==> src/rtl/cdb_pkg.sv <==
// Package: register map, field positions, reset values and states of the codec serial buffer
package cdb_pkg;

    // ****************************************
    // Widths and sizes
    // ****************************************
    localparam int ADDR_W      = 4;
    localparam int DATA_W      = 16;
    localparam int NUM_LOC     = 4;
    localparam int SYNC_STAGES = 2;

    // ****************************************
    // Register offsets
    // ****************************************
    localparam logic [3:0] REG_CTRL1    = 4'h0;
    localparam logic [3:0] REG_CTRL2    = 4'h1;
    localparam logic [3:0] REG_FRAME    = 4'h2;
    localparam logic [3:0] REG_STATUS   = 4'h3;
    localparam logic [3:0] REG_TX_MASK  = 4'h4;
    localparam logic [3:0] REG_RX_MASK  = 4'h5;
    localparam logic [3:0] REG_IRQ_FLAG = 4'h6;
    localparam logic [3:0] REG_TXH_BASE = 4'h8;
    localparam logic [3:0] REG_RXH_BASE = 4'hC;

    // ****************************************
    // Field positions
    // ****************************************
    localparam int CTRL1_LOOP_BIT   = 11;
    localparam int CTRL1_REPEAT_BIT = 7;
    localparam int CTRL1_IRQ_EN_BIT = 0;
    localparam int CTRL2_EARLY_BIT  = 5;
    localparam int CTRL2_WPI_LSB    = 10;
    localparam int FRAME_WS_LSB     = 0;
    localparam int FRAME_CNT_LSB    = 4;
    localparam int STAT_TX_EMPTY    = 0;
    localparam int STAT_TX_UNF      = 1;
    localparam int STAT_RX_FULL     = 2;
    localparam int STAT_RX_OVF      = 3;
    localparam int STAT_SLOT_LSB    = 7;
    localparam int IRQ_FLAG_BIT     = 9;

    // ****************************************
    // Reset values
    // ****************************************
    localparam logic [15:0] CTRL1_RST = 16'h0000;
    localparam logic [15:0] CTRL2_RST = 16'h0000;
    localparam logic [15:0] FRAME_RST = 16'h000F;
    localparam logic [15:0] MASK_RST  = 16'h0000;

    typedef enum logic [1:0] {
        ST_IDLE = 2'b01,
        ST_RUN  = 2'b10
    } cdb_state_t;

    // Holding locations in use for a words_per_interrupt code
    function automatic logic [3:0] cdb_use_mask(input logic [1:0] wpi);
        logic [3:0] m;
        case (wpi)
            2'h0:    m = 4'h1;
            2'h1:    m = 4'h3;
            2'h2:    m = 4'h7;
            default: m = 4'hF;
        endcase
        return m;
    endfunction

endpackage

==> src/rtl/cdb_link_if.sv <==
// Interface: synchronised link events from the pin front end to the serial engine
`timescale 1ns/100ps
interface cdb_link_if;
    logic sck_rise;
    logic sck_fall;
    logic fs_lvl;
    logic sdi_lvl;

    modport sync_mp (output sck_rise, output sck_fall, output fs_lvl, output sdi_lvl);
    modport eng_mp  (input sck_rise, input sck_fall, input fs_lvl, input sdi_lvl);
endinterface

==> src/rtl/cdb_link_sync.sv <==
// Pin front end: two-stage synchronisers and serial clock edge detection
`timescale 1ns/100ps
module cdb_link_sync
    import cdb_pkg::*;
(
    input  wire logic clk,
    input  wire logic rst,
    input  wire logic serial_clk_in,
    input  wire logic frame_sync,
    input  wire logic serial_data_in,
    cdb_link_if.sync_mp lnk
);
    logic [2:0] raw;
    logic [2:0] s1_q;
    logic [2:0] s2_q;
    logic       sck_prev_q;

    assign raw = {serial_data_in, frame_sync, serial_clk_in};

    // ****************************************
    // Synchronisers
    // ****************************************
    for (genvar g = 0; g < 3; g++) begin : g_sync
        always_ff @(posedge clk) begin
            if (rst) begin
                s1_q[g] <= 1'b0;
                s2_q[g] <= 1'b0;
            end else begin
                s1_q[g] <= raw[g];
                s2_q[g] <= s1_q[g];
            end
        end
    end

    // Data and frame sync delayed one more stage to line up with the edge pulses
    always_ff @(posedge clk) begin
        if (rst) begin
            sck_prev_q   <= 1'b0;
            lnk.sck_rise <= 1'b0;
            lnk.sck_fall <= 1'b0;
            lnk.fs_lvl   <= 1'b0;
            lnk.sdi_lvl  <= 1'b0;
        end else begin
            sck_prev_q   <= s2_q[0];
            lnk.sck_rise <= s2_q[0] & ~sck_prev_q;
            lnk.sck_fall <= ~s2_q[0] & sck_prev_q;
            lnk.fs_lvl   <= s2_q[1];
            lnk.sdi_lvl  <= s2_q[2];
        end
    end
endmodule // cdb_link_sync

==> src/rtl/cdb_serial_buffer.sv <==
// Codec serial interface: holding registers, buffer transfers, status flags and serial engine
`timescale 1ns/100ps
// Contract
// - Receive flags use only in-use locations
// - Full flag set on transfer, cleared after reads
// - Overflow when unread location gets overwritten
// - Reading offending location clears overflow
// - Transmit flags use only in-use locations
// - Empty flag set when holdings move out
// - Writing any in-use holding clears empty
// - Underflow when in-use holding left unwritten
// - Writing offending location clears underflow
// - Status shows currently active slot index
// - Loopback feeds output back, ignores input
// - Underflow sends zeros or repeats last value
// - Justify bit chooses data start clock
// - Transfer at buffer length or frame end
// - Transfer swaps holdings with buffer memory
// - Two-bit code selects one to four words
// - Holdings double-buffered against engine memory
// - Interrupt flag set every transfer
// - Pointer returns to first at wrap, frame
// - Left-justified words, unused low bits zero
module cdb_serial_buffer
    import cdb_pkg::*;
(
    input  wire logic              clk,
    input  wire logic              rst,
    input  wire logic [ADDR_W-1:0] addr,
    input  wire logic [DATA_W-1:0] wr_data,
    input  wire logic              wr_en,
    input  wire logic              rd_en,
    output logic      [DATA_W-1:0] rd_data,
    input  wire logic              serial_clk_in,
    input  wire logic              frame_sync,
    input  wire logic              serial_data_in,
    output logic                   serial_data_out,
    output logic                   irq_req
);
    logic [15:0] ctrl1_q;
    logic [15:0] ctrl2_q;
    logic [15:0] frame_q;
    logic [15:0] tx_mask_q;
    logic [15:0] rx_mask_q;
    logic [15:0] txh_q     [NUM_LOC];
    logic [15:0] rxh_q     [NUM_LOC];
    logic [15:0] tx_mem_q  [NUM_LOC];
    logic [15:0] rx_mem_q  [NUM_LOC];
    logic [15:0] tx_new    [NUM_LOC];
    logic [3:0]  tx_written_q;
    logic [3:0]  rx_unread_q;
    logic [3:0]  rx_ovf_loc_q;
    logic [3:0]  tx_unf_loc_q;
    logic        tx_empty_q;
    logic        rx_full_q;
    logic        irq_flag_q;
    logic        irq_req_q;
    cdb_state_t  state_q;
    logic [3:0]  slot_q;
    logic [3:0]  bit_q;
    logic [1:0]  ptr_q;
    logic [15:0] tx_shift_q;
    logic [15:0] rx_shift_q;
    logic        sdo_q;
    logic [15:0] rd_data_q;

    logic        loop_en;
    logic        repeat_en;
    logic        early;
    logic        irq_en;
    logic [1:0]  wpi;
    logic [3:0]  use_mask;
    logic [3:0]  ws;
    logic [3:0]  frame_last;
    logic [1:0]  idx;
    logic        wr_txh;
    logic        rd_rxh;
    logic        start;
    logic        sample;
    logic        din;
    logic        word_done;
    logic        slot_act;
    logic        frame_end;
    logic        adv;
    logic        xfer;
    logic        restart;
    logic        store_rx;
    logic [15:0] rx_cat;
    logic [15:0] rx_word;
    logic [1:0]  ptr_next;
    logic [3:0]  slot_nx;
    logic [15:0] first_word;
    logic [15:0] next_load;
    logic        tx_any;
    logic        rx_any;

    cdb_link_if lnk ();

    cdb_link_sync u_sync (
        .clk            (clk),
        .rst            (rst),
        .serial_clk_in  (serial_clk_in),
        .frame_sync     (frame_sync),
        .serial_data_in (serial_data_in),
        .lnk            (lnk.sync_mp)
    );

    // ****************************************
    // Decode
    // ****************************************
    assign loop_en    = ctrl1_q[CTRL1_LOOP_BIT];
    assign repeat_en  = ctrl1_q[CTRL1_REPEAT_BIT];
    assign irq_en     = ctrl1_q[CTRL1_IRQ_EN_BIT];
    assign early      = ctrl2_q[CTRL2_EARLY_BIT];
    assign wpi        = ctrl2_q[CTRL2_WPI_LSB +: 2];
    assign use_mask   = cdb_use_mask(wpi);
    assign ws         = frame_q[FRAME_WS_LSB +: 4];
    assign frame_last = frame_q[FRAME_CNT_LSB +: 4];
    assign idx        = addr[1:0];
    assign wr_txh     = wr_en && (addr[3:2] == REG_TXH_BASE[3:2]);
    assign rd_rxh     = rd_en && (addr[3:2] == REG_RXH_BASE[3:2]);
    assign tx_any     = |tx_mask_q;
    assign rx_any     = |rx_mask_q;

    // ****************************************
    // Serial timing and buffer pointer
    // ****************************************
    assign start     = lnk.sck_rise && (state_q == ST_IDLE) && lnk.fs_lvl;
    // Early mode samples the first bit on the same edge that sees frame sync
    assign sample    = lnk.sck_rise && ((state_q == ST_RUN) || (start && early));
    assign din       = loop_en ? sdo_q : lnk.sdi_lvl;
    assign word_done = sample && (bit_q == ws);
    assign slot_act  = tx_mask_q[slot_q] | rx_mask_q[slot_q];
    assign frame_end = word_done && (slot_q == frame_last);
    assign adv       = word_done && slot_act;
    assign xfer      = (adv && (ptr_q == wpi)) || frame_end;
    // In late mode the next frame sync can coincide with the last bit
    assign restart   = frame_end && lnk.fs_lvl && !early;
    assign store_rx  = adv && rx_mask_q[slot_q];
    assign rx_cat    = {rx_shift_q[14:0], din};
    assign rx_word   = rx_cat << (4'hF - ws);
    assign ptr_next  = xfer ? 2'h0 : (adv ? ptr_q + 2'h1 : ptr_q);
    assign slot_nx   = frame_end ? 4'h0 : slot_q + 4'h1;
    assign first_word = tx_mask_q[0] ? tx_mem_q[0] : 16'h0000;

    always_comb begin
        for (int i = 0; i < NUM_LOC; i++) begin
            tx_new[i] = (tx_written_q[i] || repeat_en) ? txh_q[i] : 16'h0000;
        end
    end

    // A word loaded on the transfer edge must see the freshly moved value
    always_comb begin
        next_load = xfer ? tx_new[ptr_next] : tx_mem_q[ptr_next];
        if (!tx_mask_q[slot_nx]) begin
            next_load = 16'h0000;
        end
    end

    always_ff @(posedge clk) begin
        if (rst) begin
            state_q    <= ST_IDLE;
            slot_q     <= 4'h0;
            bit_q      <= 4'h0;
            ptr_q      <= 2'h0;
            tx_shift_q <= 16'h0000;
            rx_shift_q <= 16'h0000;
        end else begin
            if (start) begin
                state_q    <= ST_RUN;
                slot_q     <= 4'h0;
                bit_q      <= 4'h0;
                ptr_q      <= 2'h0;
                rx_shift_q <= 16'h0000;
                tx_shift_q <= early ? (first_word << 1) : first_word;
            end
            if (sample) begin
                rx_shift_q <= word_done ? 16'h0000 : rx_cat;
                bit_q      <= word_done ? 4'h0 : bit_q + 4'h1;
                if (word_done) begin
                    slot_q     <= slot_nx;
                    ptr_q      <= ptr_next;
                    tx_shift_q <= next_load;
                    if (frame_end && !restart) begin
                        state_q <= ST_IDLE;
                    end
                end
            end else if (lnk.sck_fall && (state_q == ST_RUN)) begin
                tx_shift_q <= tx_shift_q << 1;
            end
        end
    end

    // Output changes on the falling edge so the codec samples it stable
    always_ff @(posedge clk) begin
        if (rst) begin
            sdo_q <= 1'b0;
        end else if (state_q != ST_RUN) begin
            // In early justify the idle line already shows the first bit, since it is sampled with sync; late holds it low
            sdo_q <= early ? first_word[15] : 1'b0;
        end else if (lnk.sck_fall) begin
            sdo_q <= tx_shift_q[15];
        end
    end

    // ****************************************
    // Buffer memory and holding registers
    // ****************************************
    for (genvar g = 0; g < NUM_LOC; g++) begin : g_loc
        always_ff @(posedge clk) begin
            if (rst) begin
                tx_mem_q[g] <= 16'h0000;
                rx_mem_q[g] <= 16'h0000;
                rxh_q[g]    <= 16'h0000;
                txh_q[g]    <= 16'h0000;
            end else begin
                if (xfer) tx_mem_q[g] <= tx_new[g];
                if (store_rx && (ptr_q == 2'(g))) rx_mem_q[g] <= rx_word;
                if (xfer && use_mask[g]) begin
                    rxh_q[g] <= (store_rx && (ptr_q == 2'(g))) ? rx_word : rx_mem_q[g];
                end
                if (wr_txh && (idx == 2'(g))) txh_q[g] <= wr_data;
            end
        end

        // Clear first, then set, so an event in the clearing cycle wins
        always_ff @(posedge clk) begin
            if (rst) begin
                rx_unread_q[g]  <= 1'b0;
                rx_ovf_loc_q[g] <= 1'b0;
                tx_written_q[g] <= 1'b0;
                tx_unf_loc_q[g] <= 1'b0;
            end else begin
                if (rd_rxh && (idx == 2'(g))) begin
                    rx_unread_q[g]  <= 1'b0;
                    rx_ovf_loc_q[g] <= 1'b0;
                end
                if (xfer && use_mask[g] && rx_any) begin
                    rx_unread_q[g] <= 1'b1;
                    if (rx_unread_q[g]) rx_ovf_loc_q[g] <= 1'b1;
                end
                if (xfer) tx_written_q[g] <= 1'b0;
                if (wr_txh && (idx == 2'(g))) begin
                    tx_written_q[g] <= 1'b1;
                    tx_unf_loc_q[g] <= 1'b0;
                end
                if (xfer && use_mask[g] && tx_any && !tx_written_q[g]) begin
                    tx_unf_loc_q[g] <= 1'b1;
                end
            end
        end
    end

    // ****************************************
    // Status flags
    // ****************************************
    always_ff @(posedge clk) begin
        if (rst) begin
            tx_empty_q <= 1'b0;
            rx_full_q  <= 1'b0;
            irq_flag_q <= 1'b0;
            irq_req_q  <= 1'b0;
        end else begin
            if (wr_txh && use_mask[idx]) tx_empty_q <= 1'b0;
            if (xfer && tx_any) tx_empty_q <= 1'b1;
            if (rd_rxh && ((rx_unread_q & use_mask & ~(4'h1 << idx)) == 4'h0)) begin
                rx_full_q <= 1'b0;
            end
            if (xfer && rx_any) rx_full_q <= 1'b1;
            if (wr_en && (addr == REG_IRQ_FLAG) && !wr_data[IRQ_FLAG_BIT]) irq_flag_q <= 1'b0;
            if (xfer) irq_flag_q <= 1'b1;
            irq_req_q <= irq_flag_q && irq_en;
        end
    end

    // ****************************************
    // Register port
    // ****************************************
    always_ff @(posedge clk) begin
        if (rst) begin
            ctrl1_q   <= CTRL1_RST;
            ctrl2_q   <= CTRL2_RST;
            frame_q   <= FRAME_RST;
            tx_mask_q <= MASK_RST;
            rx_mask_q <= MASK_RST;
        end else if (wr_en) begin
            case (addr)
                REG_CTRL1:   ctrl1_q   <= wr_data;
                REG_CTRL2:   ctrl2_q   <= wr_data;
                REG_FRAME:   frame_q   <= wr_data;
                REG_TX_MASK: tx_mask_q <= wr_data;
                REG_RX_MASK: rx_mask_q <= wr_data;
                default:     ;
            endcase
        end
    end

    // Unmapped offsets read as zero; data stands only in the cycle after the strobe
    always_ff @(posedge clk) begin
        if (rst || !rd_en) begin
            rd_data_q <= 16'h0000;
        end else if (rd_rxh) begin
            rd_data_q <= rxh_q[idx];
        end else if (wr_txh || (addr[3:2] == REG_TXH_BASE[3:2])) begin
            rd_data_q <= txh_q[idx];
        end else begin
            case (addr)
                REG_CTRL1:    rd_data_q <= ctrl1_q;
                REG_CTRL2:    rd_data_q <= ctrl2_q;
                REG_FRAME:    rd_data_q <= frame_q;
                REG_TX_MASK:  rd_data_q <= tx_mask_q;
                REG_RX_MASK:  rd_data_q <= rx_mask_q;
                REG_IRQ_FLAG: rd_data_q <= 16'(irq_flag_q) << IRQ_FLAG_BIT;
                REG_STATUS:   rd_data_q <= {5'h00, slot_q, 3'h0,
                                            |(rx_ovf_loc_q & use_mask),
                                            rx_full_q,
                                            |(tx_unf_loc_q & use_mask),
                                            tx_empty_q};
                default:      rd_data_q <= 16'h0000;
            endcase
        end
    end

    assign rd_data         = rd_data_q;
    assign serial_data_out = sdo_q;
    assign irq_req         = irq_req_q;

endmodule // cdb_serial_buffer

==> config.mk <==
export PLATFORM = sky130hd
export DESIGN_NAME = cdb_serial_buffer
export DESIGN_NICKNAME = d
export VERILOG_FILES = /design/src/rtl/cdb_pkg.sv /design/src/rtl/cdb_link_if.sv /design/src/rtl/cdb_link_sync.sv /design/src/rtl/cdb_serial_buffer.sv
export SDC_FILE = /design/constraint.sdc
export NUM_CORES = 1
export LEC_CHECK = 0
export ABC_AREA = 1
export BUFFER_PORTS_ARGS = -buffer_cell sky130_fd_sc_hd__buf_2
export CORE_MARGIN = 4
export CORE_UTILIZATION = 50
export DETAILED_ROUTE_END_ITERATION = 10
export PLACE_DENSITY = 0.66
export SYNTH_ARGS = -nofsm -noshare
export SYNTH_HDL_FRONTEND = slang
export SYNTH_SLANG_ARGS = --single-unit
export TNS_END_PERCENT = 10
==> constraint.sdc <==
create_clock -name clk -period 9.4 [get_ports clk]
set_input_delay 1.88 -clock clk [delete_from_list [all_inputs] [get_ports clk]]
set_output_delay 1.88 -clock clk [all_outputs]
set_load 0.01 [all_outputs]
# After elaboration in Yosys (flattened, before gate mapping)
# Memories as Yosys holds them, arrays and structs flattened.
# Index checks and enable logic that the tools add are counted.
# W data, S select, Z words.
dict set report totals {
  regBits 171
  ram_bits 256
  inputBits 27
  elab_cells 354
  memories 4
}
dict set report classes {
  n_addsub 4
  order_cmp 4
  eq_ne 22
  shift 2
  muxes 150
  bitwise_logic 27
  reduce_logical 97
}
# memory depth word_bits read_ports rd_clocked_by_memory_dff wr line_no
set memory_table {}
lappend memory_table {rx_mem_q 4 16 4 0 4 cdb_serial_buffer.sv:48} ;# logic [15:0] rx_mem_q [NUM_LOC];
lappend memory_table {rxh_q 4 16 1 0 4 cdb_serial_buffer.sv:46} ;# logic [15:0] rxh_q [NUM_LOC];
lappend memory_table {tx_mem_q 4 16 2 0 4 cdb_serial_buffer.sv:47} ;# logic [15:0] tx_mem_q [NUM_LOC];
lappend memory_table {txh_q 4 16 5 0 4 cdb_serial_buffer.sv:45} ;# logic [15:0] txh_q [NUM_LOC];
# cell n
set op_table {}
lappend op_table {{$mux W16} 36}
lappend op_table {{$pmux W16 S7} 1}
lappend op_table {{$mux W1} 88}
lappend op_table {{$logic_and A1 B1 Y1} 50}
lappend op_table {{$mux W15} 3}
lappend op_table {{$reduce_bool A2 Y1} 17}
lappend op_table {{$bmux W16 S2} 1}
lappend op_table {{$reduce_or A16 Y1} 2}
lappend op_table {{$mux W4} 7}
lappend op_table {{$mux W2} 9}
lappend op_table {{$or A1 B1 Y1} 17}
lappend op_table {{$and A4 B4 Y4} 4}
lappend op_table {{$eq A2 B2 Y1 const B} 8}
lappend op_table {{$shl A16 B4 Y16} 1}
lappend op_table {{$bmux W1 S4} 3}
lappend op_table {{$eq A4 B3 Y1 const B} 3}
lappend op_table {{$pmux W4 S3} 1}
lappend op_table {{$lt A4 B5 Y1 const B} 2}
lappend op_table {{$reduce_and A2 Y1} 5}
lappend op_table {{$add A4 B1 Y4 const B} 2}
lappend op_table {{$eq A2 B1 Y1 const B} 4}
lappend op_table {{$eq A4 B2 Y1 const B} 2}
lappend op_table {{$eq A4 B4 Y1} 2}
lappend op_table {{$logic_not A1 Y1} 8}
lappend op_table {{17 further kinds} 30}

# Depth between registers and ports, before layout
# Gate-level depths: netlist of run 1.
dict set report depth {
  word_depth 19
  ltp_mapped 20
}

# Cells and area by module
# From an unflattened synthesis of run 1, not the netlist that was laid out.
dict set report hier_totals {
  cells_unflattened 2397
  area_unflattened_um2 20204.4
}
# mod n_inst cells_each area_per_inst_um2 seq_area_each_um2
set by_module_without_submodules {}
lappend by_module_without_submodules {cdb_serial_buffer 1 2363 19886.6 10890.4}
lappend by_module_without_submodules {cdb_link_sync 1 34 317.8 220.2}

# Worst setup path before layout of run 1
# OpenSTA, ideal clock, no wires.
dict set report synth_timing {
  path_kind {input to register}
  start {input port rst}
  end {memory rxh_q[0][0] (enable)}
  setup_ns 0.800
  t_arrival_ns 3.547
  t_required_ns 8.600
  setup_slack_ns 5.053
  cell_stages 3
  path_buffers 1
  path_cell_list {clkinv_1 clkbuf_1 nand2_1}
}
# element line_no
set synth_lines {}
lappend synth_lines {{start: declaration} cdb_serial_buffer.sv:28} ;# input wire logic rst,
lappend synth_lines {{end: declaration} cdb_serial_buffer.sv:46}

# Final worst setup path of run 1
dict set report layout_timing {
  start {input port addr[1]}
  end {register frame_q[9]}
}
dict set report layout_via {
  elab_chain_len 2
}
# element line_no
set layout_rtl {}
lappend layout_rtl {{start: declaration} cdb_serial_buffer.sv:29} ;# input wire logic [ADDR_W-1:0] addr,
lappend layout_rtl {{$eq A4 B2 Y1} cdb_serial_buffer.sv:287} ;# case (addr)
lappend layout_rtl {{$reduce_and A2 Y1 (no source line)} --}
lappend layout_rtl {{end signal: assignment} cdb_serial_buffer.sv:290} ;# REG_FRAME: frame_q <= wr_data;
lappend layout_rtl {{end: declaration} cdb_serial_buffer.sv:42} ;# logic [15:0] frame_q;
# Every way passes these cells.
# A chain may end at the register's enable or synchronous reset.

==> impl.org, run 1 <==
** Synth
- Of the total synthesized cell area, the portion taken by XOR and XNOR cells is less than 1%.
- Yosys attributes the largest share of cell area to edfxtp_1, dfxtp_1, nand2_1.
- Of the total synthesized cell area, the portion taken by AND, OR, NAND and NOR gates is between 20 and 25%.
- Synthesis produced a netlist with a net count of 2,447.
- The Yosys step of the flow raised 0 warnings.
- Synthesis instantiated 44 different standard cells from the library.
- Main synth FF type :: edfxtp_1
- For this run, the register share of the synthesized area comes to between 50% and 60%.
- Post-synthesis async set-or-reset flop share :: 0%
- Most frequently used cell type in the post-synthesis netlist :: nand2_1
- Main combinational cell family by area after synthesis :: simple AND/OR/NAND/NOR gates
- Yosys top cell by area :: edfxtp_1
- Cell area after technology mapping :: between 20,000 and 25,000 µm²
- Of the post-synthesis cell area, the dominant cell type holds 38.0%.
- Counting instances in the post-synthesis netlist gives the leading cell types as nand2_1, inv_1, edfxtp_1.
- Each instance of the synthesized netlist takes up on average 8.37 µm².
- Of the post-synthesis cell area, the part taken by muxes is 0.297%.
- Synthesized instance count :: 2,414
- The synthesized netlist devotes 0.371% of its cell area to adder and majority cells.
- Counting flops and latches in the post-synthesis netlist gives 427.
- The synthesized design contains 256 enable-type register cells.
- Summing the areas of all compound-gate instances in the mapped netlist gives 15.0% of the synthesized area.

** Clocking
- For this design, the sink count on the clock tree is 427.
- In this run the deepest clock path goes through 3 buffers.
- H-tree depth :: 2
- Cell at the root of the clock tree :: clkbuf_16
- Later-pin clock latency in the skew report :: 580 ps
- Number of buffers added to fix hold violations after cts :: 0
- The number of clock buffers added by TritonCTS is 47.
- Post-CTS repair changed the size of 0 cells.
- Clock-pin slew was measured on the worst setup and hold paths at approximately 60 ps.
- Count of buffers added by post-CTS timing repair for setup :: 0
- CTS tree :: done

** Placed design
- HPWL after detailed placement :: 44,400 µm
- During placement, the flow inserted port buffers numbering 44.
- Placer's final routability congestion estimate :: 0.960

** Route
- Average routed wire per standard cell :: 21.9 µm
- Via/cell ratio :: 5.89
- Drt first-iter violations :: 2,175
- Across all layers, the routed design uses 17,400 vias.
- Once detail routing completed, the nets flagged for antenna violations numbered 0.
- The pre-antenna-repair detailed-routing pass consisted of 8 iterations.
- Summed over all layers, the routed wires come to 64,700 µm.
- In the routed design, unresolved DRC markers number 0.

** Pwr
- Net switching is 23.2% of the power.
- For this design the static power due to leakage is 8.68 nW.
- Relative contribution of the clock network to total power :: 45.3%
- Switching power total :: 0.964 mW
- Portion of total power attributed to sequential cells :: between 40% and 50%
- The internal power of the cells totals 3.20 mW.
- IR analysis of the VDD net gives a maximum drop of ~0.14 mV.
- Combinational share of power :: 5.1%
- Pwr dens :: between 150 and 200 nW/µm²

** Hold path
- The worst hold path was traced through 2 stages.
- The startpoint identified for the worst hold timing path is u_sync.s1_q[2].
- In this run the worst hold path is classified as reg2reg.
- The path with the worst hold slack has its endpoint at u_sync.s2_q[2].

** Critical path
- Data on the critical path arrives at its endpoint at 5570 ps.
- In this run the critical register-to-register path is captured at rx_mem_q[0][14].
- Kind of launch point of the worst setup path :: input pin
- Of all nets on the critical path, the largest fanout is 31.
- Worst reg-to-reg path cell count :: 8
- For the worst setup path, the data required time is 9880 ps.
- The critical path in this run is classified as in2reg.
- FF-to-FF setup slack :: 4640 ps
- The worst register-to-register path begins at ctrl2_q[5].
- STA classifies the critical path endpoint as a register.

** Final layout
- Cells with a size suffix above 1 make up 6.77% of the layout.
- Cells fill 55.9% of the core in the end.
- Relative to the synthesized area, the layout overhead comes to 10.1%.
- In the final design database the tool counted 2,420 nets.
- Antenna cells :: 0

** Global routing
- Global routing finished with a remaining overflow of 0.
- GR Util All Layers :: 28.6%
- Maximum number of pins on one net before global-route repair :: 102
- The number of global-route vias before repair is 16,000.
- Global-route wire length before repair :: slightly below 100,000 µm
- Antenna violations before repair :: 0

** STA
- The final count of pins violating max slew is 0.
- Worst Tran Pin Value :: 1310 ps
- For this run, the top clock speed supported by timing is 196 MHz.
- Setup skew after layout :: 23.1 ps
- Worst-case headroom to the max-slew limit :: 12.3%
- Setup violations remaining at the end of the flow were counted as 0.
- Final Hold Fails :: 0
- Setup Total Neg Slack :: 0 ps
- Min Clock Period, post-route :: 5100 ps
- Setup repair after global routing left no endpoint under its margin.
- In the finished design, the share of the clock period the worst path needs comes to 54.2%.

** Floorplanning
- Die span in y :: about 210 µm
- For this design the top-level I/O count stands at 45.
- The die covers between 40,000 and 50,000 µm².
- Number of placement rows :: 73
- Starting utilization of the core area :: roughly half
- The region available for standard cell placement spans 39,800 µm².
- Die outline width :: between 200 and 250 µm

** Run
- Count of max-cap constraint violations :: 0

** Outcome
- The flow ran to the end, and the final reports show no timing, DRC or antenna violations.
-- cells by family after synthesis --
family,count (synthesis)
adders and majority gates,6
DFF,427
buffers and inverters,430
and+or+nand+nor,984
AOI/OAI and AO/OA,549
muxes,6
xor gates and xnor gates,12
-- final cells by class --
cell class                      count  area, µm²
Clock buffer                       58       1300
Timing Repair Buffer               67        395
Fill cell                        3662      17600
Sequential cell                   427      11100
Multi-Input combinational cell   1557       7460
Tap cell                          525        657
Clock inverter                     27        262
Inverter                          287       1080
-- worst max path at each step --
| stage | startpoint | endpoint | slack (ps) | cells after the start |
|---|---|---|---|---|
| floorplan | rst | rxh_q[0][0] | 5050 | 3 |
| global placement | addr[1] | frame_q[9] | 3990 | 10 |
| detailed placement | addr[1] | frame_q[9] | 3770 | 10 |
| CTS | addr[1] | frame_q[9] | 4430 | 10 |
| global route | addr[1] | frame_q[9] | 3970 | 10 |
| finish | addr[1] | frame_q[9] | 4300 | 10 |
-- stage by stage --
| step | std cells | power [mW] | setup WS (ps) | instance area [µm²] | hold WS (ps) |
|---|---|---|---|---|---|
| global placement | 2863 | 2.31 | 3990 | 20700 | 393 |
| detailed placement | 2863 | 2.31 | 3770 | 20700 | 400 |
| global route | 2948 | 4.28 | 3970 | 22300 | 430 |
| finish | 2948 | 4.16 | 4300 | 22300 | 406 |
| CTS | 2948 | 4.17 | 4430 | 22300 | 406 |
| floorplan | 2414 | 2.21 | 5050 | 20200 | 388 |
-- layer usage --
metal  GRT usage, %  wire [µm]  vias up
li1               -          -     8122
met1           38.7      26500     8244
met2           44.8      29200      819
met3           5.34       5200      187
met4           13.5       3720        0
met5              0          0        -
-- placed cells by master (no fill, tap or decap), drive strengths merged, types with 3 or more instances in the layout --
master / synthesis / routed
nand4: 18 / 18
nor3b: 7 / 7
dfxtp: 171 / 171
a221oi: 11 / 11
inv: 278 / 279
nand3: 144 / 144
clkbuf: 111 / 58
ha: 6 / 6
a31oi: 17 / 17
bufinv: 0 / 5
xor2: 10 / 10
mux2i: 6 / 6
a22oi: 11 / 11
nor4: 11 / 11
nand2: 487 / 487
o2111ai: 3 / 3
clkinv: 9 / 27
nor3: 63 / 63
o211ai: 8 / 8
o221ai: 8 / 8
o21ai: 193 / 193
nor2: 235 / 235
edfxtp: 256 / 256
a211oi: 4 / 4
a21oi: 231 / 231
a2111oi: 5 / 5
clkinvlp: 0 / 3
o22ai: 51 / 51
nand3b: 16 / 16
buf: 32 / 67
-- critical path, cell delays in order --
cell      delay [ps]
buf_2            130
inv_1             50
nor2_1            90
buf_4            280
clkinv_1         610
nor2_1           920
inv_1            290
nor2_2           940
inv_1             90
a221oi_1         270
-- power by group through the flow --
stage                     clock, mW  combinational [mW]  sequential, mW
after floorplan                   0               0.123            2.09
after global placement            0               0.208            2.10
after detailed placement          0               0.209            2.10
after CTS                      1.90               0.210            2.06
after global routing           1.98               0.229            2.07
final                          1.88               0.214            2.06
-- flip-flops by register name (all words and copies together), names as in the netlist, 15 cells and up --
name / cells
ctrl1_q: 16
ctrl2_q: 16
frame_q: 16
rd_data: 16
rx_mask_q: 16
rx_mem_q: 64
rx_shift_q: 15
rxh_q: 64
tx_mask_q: 16
tx_mem_q: 64
tx_shift_q: 16
txh_q: 64
No activity file was read; power rests on OpenSTA's default activity.
==> inputs of run 2 (changes only) <==
- PLACE_DENSITY: 0.66 -> 0.68
- clock period: 9.4 -> 4.4 ns (I/O delays scaled with it)
==> run 2 against run 1 <==
  * Critical path depth did not move
  * Final cell count rose by 0.81%
  * Clock power rose by 100%
  * Sequential share of layout area fell by 0.27 points
  * Design area rose by 0.55%
  * Via count barely moved
  * Clock skew fell by 1.3 ps
  * First-iteration DRC count rose by 2.9%
  * Largest power group unchanged
==> impl.org, run 2 (synthesis results as in run 1) <==
** STA
- The worst path meets setup with 661 ps of slack.
- Fmax :: between 200 and 300 MHz
- For the pin with the worst max-slew slack, the measured transition is 1240 ps.
- The worst pin sits at a relative slew slack of 17.3%.
- After layout, the minimum clock period comes to 3740 ps.
- Setup violations remaining at the end of the flow were counted as 0.
- Hold is met by 403 ps.
- The final count of pins violating max slew is 0.
- Setup repair after global routing left no endpoint under its margin.
- Part of the cycle the worst path needs :: 85.0%
- Clock skew on the completed layout was measured at 21.8 ps.
- Final Hold Fails :: 0
- Setup Total Neg Slack :: 0 ps

** Clocking
- Cell at the root of the clock tree :: clkbuf_16
- Clock sink total :: 427
- Post-CTS repair changed the size of 0 cells.
- Clk pin slew, worst setup/hold paths :: 60 ps
- Clock buffer depth :: 3
- The number of hold buffers added after CTS was 0.
- TritonCTS built the clock tree.
- TritonCTS Buffers :: 45
- H-tree depth :: 2
- After clock tree synthesis, the setup repair step added 0 buffers.
- Later-pin clock latency in the skew report :: ~600 ps

** Pwr
- Relative contribution of the clock network to total power :: a little over two fifths
- Pwr dens :: roughly 400 nW/µm²
- Net Sw Frac :: 23.2%
- Switching power total :: between 2 and 2.5 mW
- Leakage dissipation :: 8.76 nW
- Sequential cells burn 50.6% of the power.
- Internal Pwr Total :: around 6.7 mW
- Per report_power, the combinational group accounts for 5.3% of the total.
- Worst IR drop on VDD :: just over 0.4 mV

** Critical path
- For this run, the slowest stage of the critical path takes 720 ps.
- By startpoint and endpoint, the worst setup path is classified as reg2reg.
- CP cell instances :: xor2_1 > nor2_1 > nand2_4 > nor2_8 > nand3_1 > inv_1 > nand2_1 > inv_1 > nand2_1 > a21oi_1
- Critical path required time :: 4790 ps
- Among all stages on the critical path, the largest delay is contributed by inv_1.
- Kind of launch point of the worst setup path :: register
- Endpoint kind of the worst setup timing path :: register
- Signal arrival time at the worst endpoint :: 4130 ps
- Maximum fanout along the worst path :: 21

** Placed design
- Count of input and output buffers :: 44
- Summed over all nets, the half-perimeter wirelength after detailed placement is about 44,000 µm.
- Post-place instance area :: 20,900 µm²
- Placer's final routability congestion estimate :: about 1
- Before CTS, the worst setup slack after placement is 721 ps.

** Route
- Drt first-iter violations :: 2,237
- Via count :: 17,400
- The pre-antenna-repair detailed-routing pass consisted of 6 iterations.
- Via/cell ratio :: 5.85
- Antenna viol nets, final :: 0
- Total length of routed wires :: 62,800 µm
- After detailed routing, the number of remaining DRC violations is 0.
- Dividing the detail-routed wire length by the instance count gives 21.1 µm.

** Global routing
- Maximum number of pins on one net before global-route repair :: 90
- Vias in the first global route :: 16,300
- Antenna violations before repair :: 2
- Remaining Overflow, GRT :: 0
- GR Util All Layers :: 27.9%
- The first global-routing pass estimated 95,900 µm of wire.

** Final layout
- The library cell used most frequently in the layout, excluding fill and tap cells, is nand2_1.
- Layout area overhead :: 10.7%
- Fraction of final layout cells sized beyond drive strength 1 :: 7.73%
- Top library cells by usage in the layout, fill and taps aside :: nand2_1, inv_1, edfxtp_1, a21oi_1, nor2_1
- After routing the design area is 22,400 µm².
- Final nets :: approximately 2,400
- The filler cells instantiated in the layout total 3,650.

** Floorplanning
- Die span in y :: between 200 and 250 µm
- The die is approximately 210 µm wide.
- After floorplanning, the core was divided into 73 placement rows.
- Area of the core :: 39,800 µm²
- The die covers approximately 44,000 µm².
- I/O pin count :: 45
- For this configuration, the core starts out at a cell density of 50.8%.

** Outcome
- The run finished with clean final reports.

** Run
- Count of max-cap constraint violations :: 0

** Hold path
- In this run the worst hold path is classified as reg2reg.
[run 2: cell types whose count changed in the layout (fill, tap and decap cells not counted), sizes merged]
cell,before,now
buf,67,92
clkinv,27,24
bufinv,5,3
clkinvlp,3,5
diode,0,2
clkbuf,58,57
inv,279,280
[run 2: path summary, 6_finish.rpt]
check	cells past startpoint	start	slack [ps]	endpoint
worst max-delay path	10	frame_q[2]	660	rxh_q[3][14]
worst min-delay path	2	u_sync.s1_q[1]	400	u_sync.s2_q[1]
worst max register to register	10	frame_q[2]	660	rxh_q[3][14]
worst min register to register	2	u_sync.s1_q[1]	400	u_sync.s2_q[1]
[run 2: through the flow]
| step | utilization [%] | power, mW | std cells |
|---|---|---|---|
| finish | 56.2 | 8.70 | 2972 |
| global route | 56.2 | 8.94 | 2970 |
| CTS | 56.2 | 8.72 | 2970 |
| detailed placement | 52.5 | 4.94 | 2888 |
| global placement | 52.5 | 4.94 | 2888 |
| floorplan | - | 4.73 | 2414 |
[run 2: power by group through the flow]
stage / Combinational (mW) / Sequential [mW] / Clock (mW)
finish: 0.464 / 4.41 / 3.83
global route: 0.495 / 4.41 / 4.03
CTS: 0.455 / 4.40 / 3.86
detailed placement: 0.453 / 4.49 / 0
global placement: 0.448 / 4.49 / 0
floorplan: 0.263 / 4.47 / 0
[run 2: metal layers]
layer	GRT usage, %	vias to the layer above	wire [µm]
met5	0	-	17
met4	12.7	2	3250
met3	4.92	170	5570
met2	44.0	857	28600
met1	38.0	8192	25300
li1	-	8157	-
[run 2: area by class of cell]
| type | instances | area, µm² | share of cell area [%] |
|---|---|---|---|
| Antenna cell | 2 | 5.00 | 0.0224 |
| Clock buffer | 57 | 1270 | 5.70 |
| Clock inverter | 25 | 204 | 0.911 |
| Inverter | 287 | 1080 | 4.81 |
| Multi-Input combinational cell | 1557 | 7460 | 33.3 |
| Sequential cell | 427 | 11100 | 49.6 |
| Tap cell | 525 | 657 | 2.93 |
| Timing Repair Buffer | 92 | 596 | 2.66 |
[run 2: worst max-delay path, delay by kind of cell, from the launching register on]
family / cells / cell delay (ps)
and+or+nand+nor: 6 / 1610
buffers and inverters: 2 / 840
DFF: 1 / 710
AOI/OAI and AO/OA: 1 / 190
xor gates and xnor gates: 1 / 160
==> inputs of run 3 (changes only) <==
- clock period: 4.4 -> 3.21 ns (I/O delays scaled with it)
==> run 3 against run 2 <==
  * Non-clock buffer count is 38 higher
  * Design area increased by 1.8%
  * Power increased by 41%
  * Sequential share of layout area shrank 0.90 points
  * Worst hold slack worse by 140 ps
  * Core utilization rose by 1.0 points
  * Clock power rose by 45%
  * Critical path type unchanged
  * Critical endpoint is now rxh_q[3][0]
==> impl.org, run 3 (synthesis results as in run 1) <==
** Run
- Across the run, the number of max-cap violations was 0.

** Pwr
- Combinational share of power :: 5.5%
- Of the total power, registers draw around 49%.
- Net Sw Frac :: 23.4%
- Worst IR drop on VDD :: approximately 0.55 mV
- Total power of the final layout :: 12.3 mW
- Internal power comes to between 9 and 10 mW.
- Switching power total :: about 2.9 mW
- Leakage dissipation :: between 9 and 10 nW
- Of the total power, the clock network draws 45.3%.
- Pwr dens :: 538 nW/µm²

** Floorplanning
- 45 I/O pins were placed.
- Once the floorplan was initialized, standard cells occupied ~51% of the core.
- The core region is 39,800 µm².
- From bottom edge to top edge, the die measures ~210 µm.
- The floorplan step defined a die boundary enclosing 43,700 µm².
- Die outline width :: approximately 210 µm
- Number of placement rows :: 73

** Clocking
- After clock tree synthesis, the clock-pin slew on the worst setup and hold paths is 60 ps.
- In this run the clock root is driven by a clkbuf_16.
- H-tree depth :: 2
- Number of buffers added to fix hold violations after cts :: 0
- At the later pin of the worst-skew pair, clock insertion delay measures ~600 ps.
- Counting the buffers created by CTS gives 47.
- TritonCTS built the clock tree.
- The tree built by TritonCTS fans out to 427 sinks.
- Clock buffer depth :: 3
- CTS resizes :: 0
- Count of buffers added by post-CTS timing repair for setup :: 0

** Critical path
- Along the worst path, the maximum fanout reaches 18.
- Setup CP Type :: reg2reg
- Critical path required time :: 3610 ps
- The worst setup path is captured at a register.
- Data arrives at the worst endpoint at 3350 ps.
- Kind of launch point of the worst setup path :: register

** Route
- Via count :: 17,700
- The count of nets left with antenna violations once routing finished came out at 0.
- The pre-antenna-repair detailed-routing pass consisted of 7 iterations.
- Summed over all layers, the routed wires come to 65,300 µm.
- DRC violations left :: 0
- Dividing the detail-routed via count by the number of cells gives around 6.
- In the final routed layout, each cell accounts on average for 21.7 µm.
- Drt first-iter violations :: between 2,000 and 2,500

** Placed design
- In this run the tool buffered the top-level ports with 44 buffer cells.
- HPWL after detailed placement :: 44,700 µm
- Once placement completed, the tool counted placed cells totaling 2,926.
- The congestion estimate from routability-driven global placement came to 0.974.

** Global routing
- Maximum number of pins on one net before global-route repair :: 81
- Antenna violations before repair :: 0
- The total overflow left after global routing is 0.
- GR Util All Layers :: between 20 and 30%
- Vias in the first global route :: 16,400
- Global-route wire length before repair :: between 90,000 and 100,000 µm

** STA
- Min Clock Period, post-route :: 2940 ps
- After layout, the worst path uses 91.7% of the clock period.
- Setup skew after layout :: around 25 ps
- For the pin with the worst max-slew slack, the measured transition is 1130 ps.
- RSZ-0062 raised after global routing :: false
- Hold slack :: 259 ps
- Final Hold Fails :: 0
- The final count of pins violating max slew was 0.
- Measured against its own limit, the worst slew margin works out to approximately a quarter.
- Fmax :: 340 MHz
- Final number of setup-violating endpoints :: 0

** Final layout
- Layout area overhead :: 12.8%
- Top library cells by usage in the layout, fill and taps aside :: nand2_1, inv_1, edfxtp_1, a21oi_1, nor2_1
- Non-Filler Instances :: 3,014
- Most common library cell in the layout ignoring fill and taps :: nand2_1
- At the end of the flow, the number of nets in the layout was 2,483.
- Fraction of final layout cells sized beyond drive strength 1 :: 9.36%
- Antenna cells :: 0

** Outcome
- Result of the run :: finished clean

** Hold path
- Path type of the worst min-delay path :: in2reg
-- run 3: cell type report --
class,instances,area (µm²)
Sequential cell,427,11100
Inverter,287,1080
Fill cell,3577,17000
Multi-Input combinational cell,1557,7470
Timing Repair Buffer,130,906
Clock inverter,26,283
Clock buffer,62,1300
Tap cell,525,657
-- run 3: power groups by stage --
stage / sequential, mW / combinational [mW] / clock (mW)
6_report: 6.03 / 0.674 / 5.56
5_1_grt: 6.04 / 0.716 / 5.83
3_5_place_dp: 6.14 / 0.658 / 0
4_1_cts: 6.03 / 0.661 / 5.59
2_1_floorplan: 6.12 / 0.360 / 0
3_3_place_gp: 6.14 / 0.653 / 0
-- run 3: final timing paths --
| kind | to | slack (ps) | depth (start not counted) | startpoint |
|---|---|---|---|---|
| worst max-delay path | rxh_q[3][0] | 270 | 13 | bit_q[1] |
| worst min register to register | u_sync.s2_q[2] | 400 | 2 | u_sync.s1_q[2] |
| worst max register to register | rxh_q[3][0] | 270 | 13 | bit_q[1] |
| worst min-delay path | u_sync.s1_q[1] | 260 | 3 | frame_sync |
-- run 3: through the flow --
| stage | TNS, ps | instance area, µm² | setup WS (ps) | util (%) |
|---|---|---|---|---|
| after CTS | 0 | 22800 | 329 | 57.2 |
| after detailed placement | 0 | 21200 | 374 | 53.3 |
| after global routing | 0 | 22800 | 8.10 | 57.2 |
| after floorplan | -3120 | 20200 | -105 | - |
| after global placement | 0 | 21200 | 433 | 53.3 |
| final | 0 | 22800 | 266 | 57.2 |
-- run 3: per-layer routing --
metal	track usage (%)	wire [µm]	up-vias	share of wire (%)
li1	-	-	8249	-
met1	41.0	26800	8376	41
met2	45.0	29300	945	45
met3	4.50	5870	148	9.0
met4	12.4	3230	0	4.9
met5	0	0	-	0
-- run 3: critical path, cell delays in order (launching register included) --
cell and delay [ps]:
dfxtp_1 400, inv_1 60, nand2_1 60, nand2_1 60, nor2_2 150, nand2_4 210
nor2_8 310, nand3_1 170, nand2_1 130, a21oi_4 80, nor2_1 170, buf_4 150
nand2_1 460, a21oi_1 310
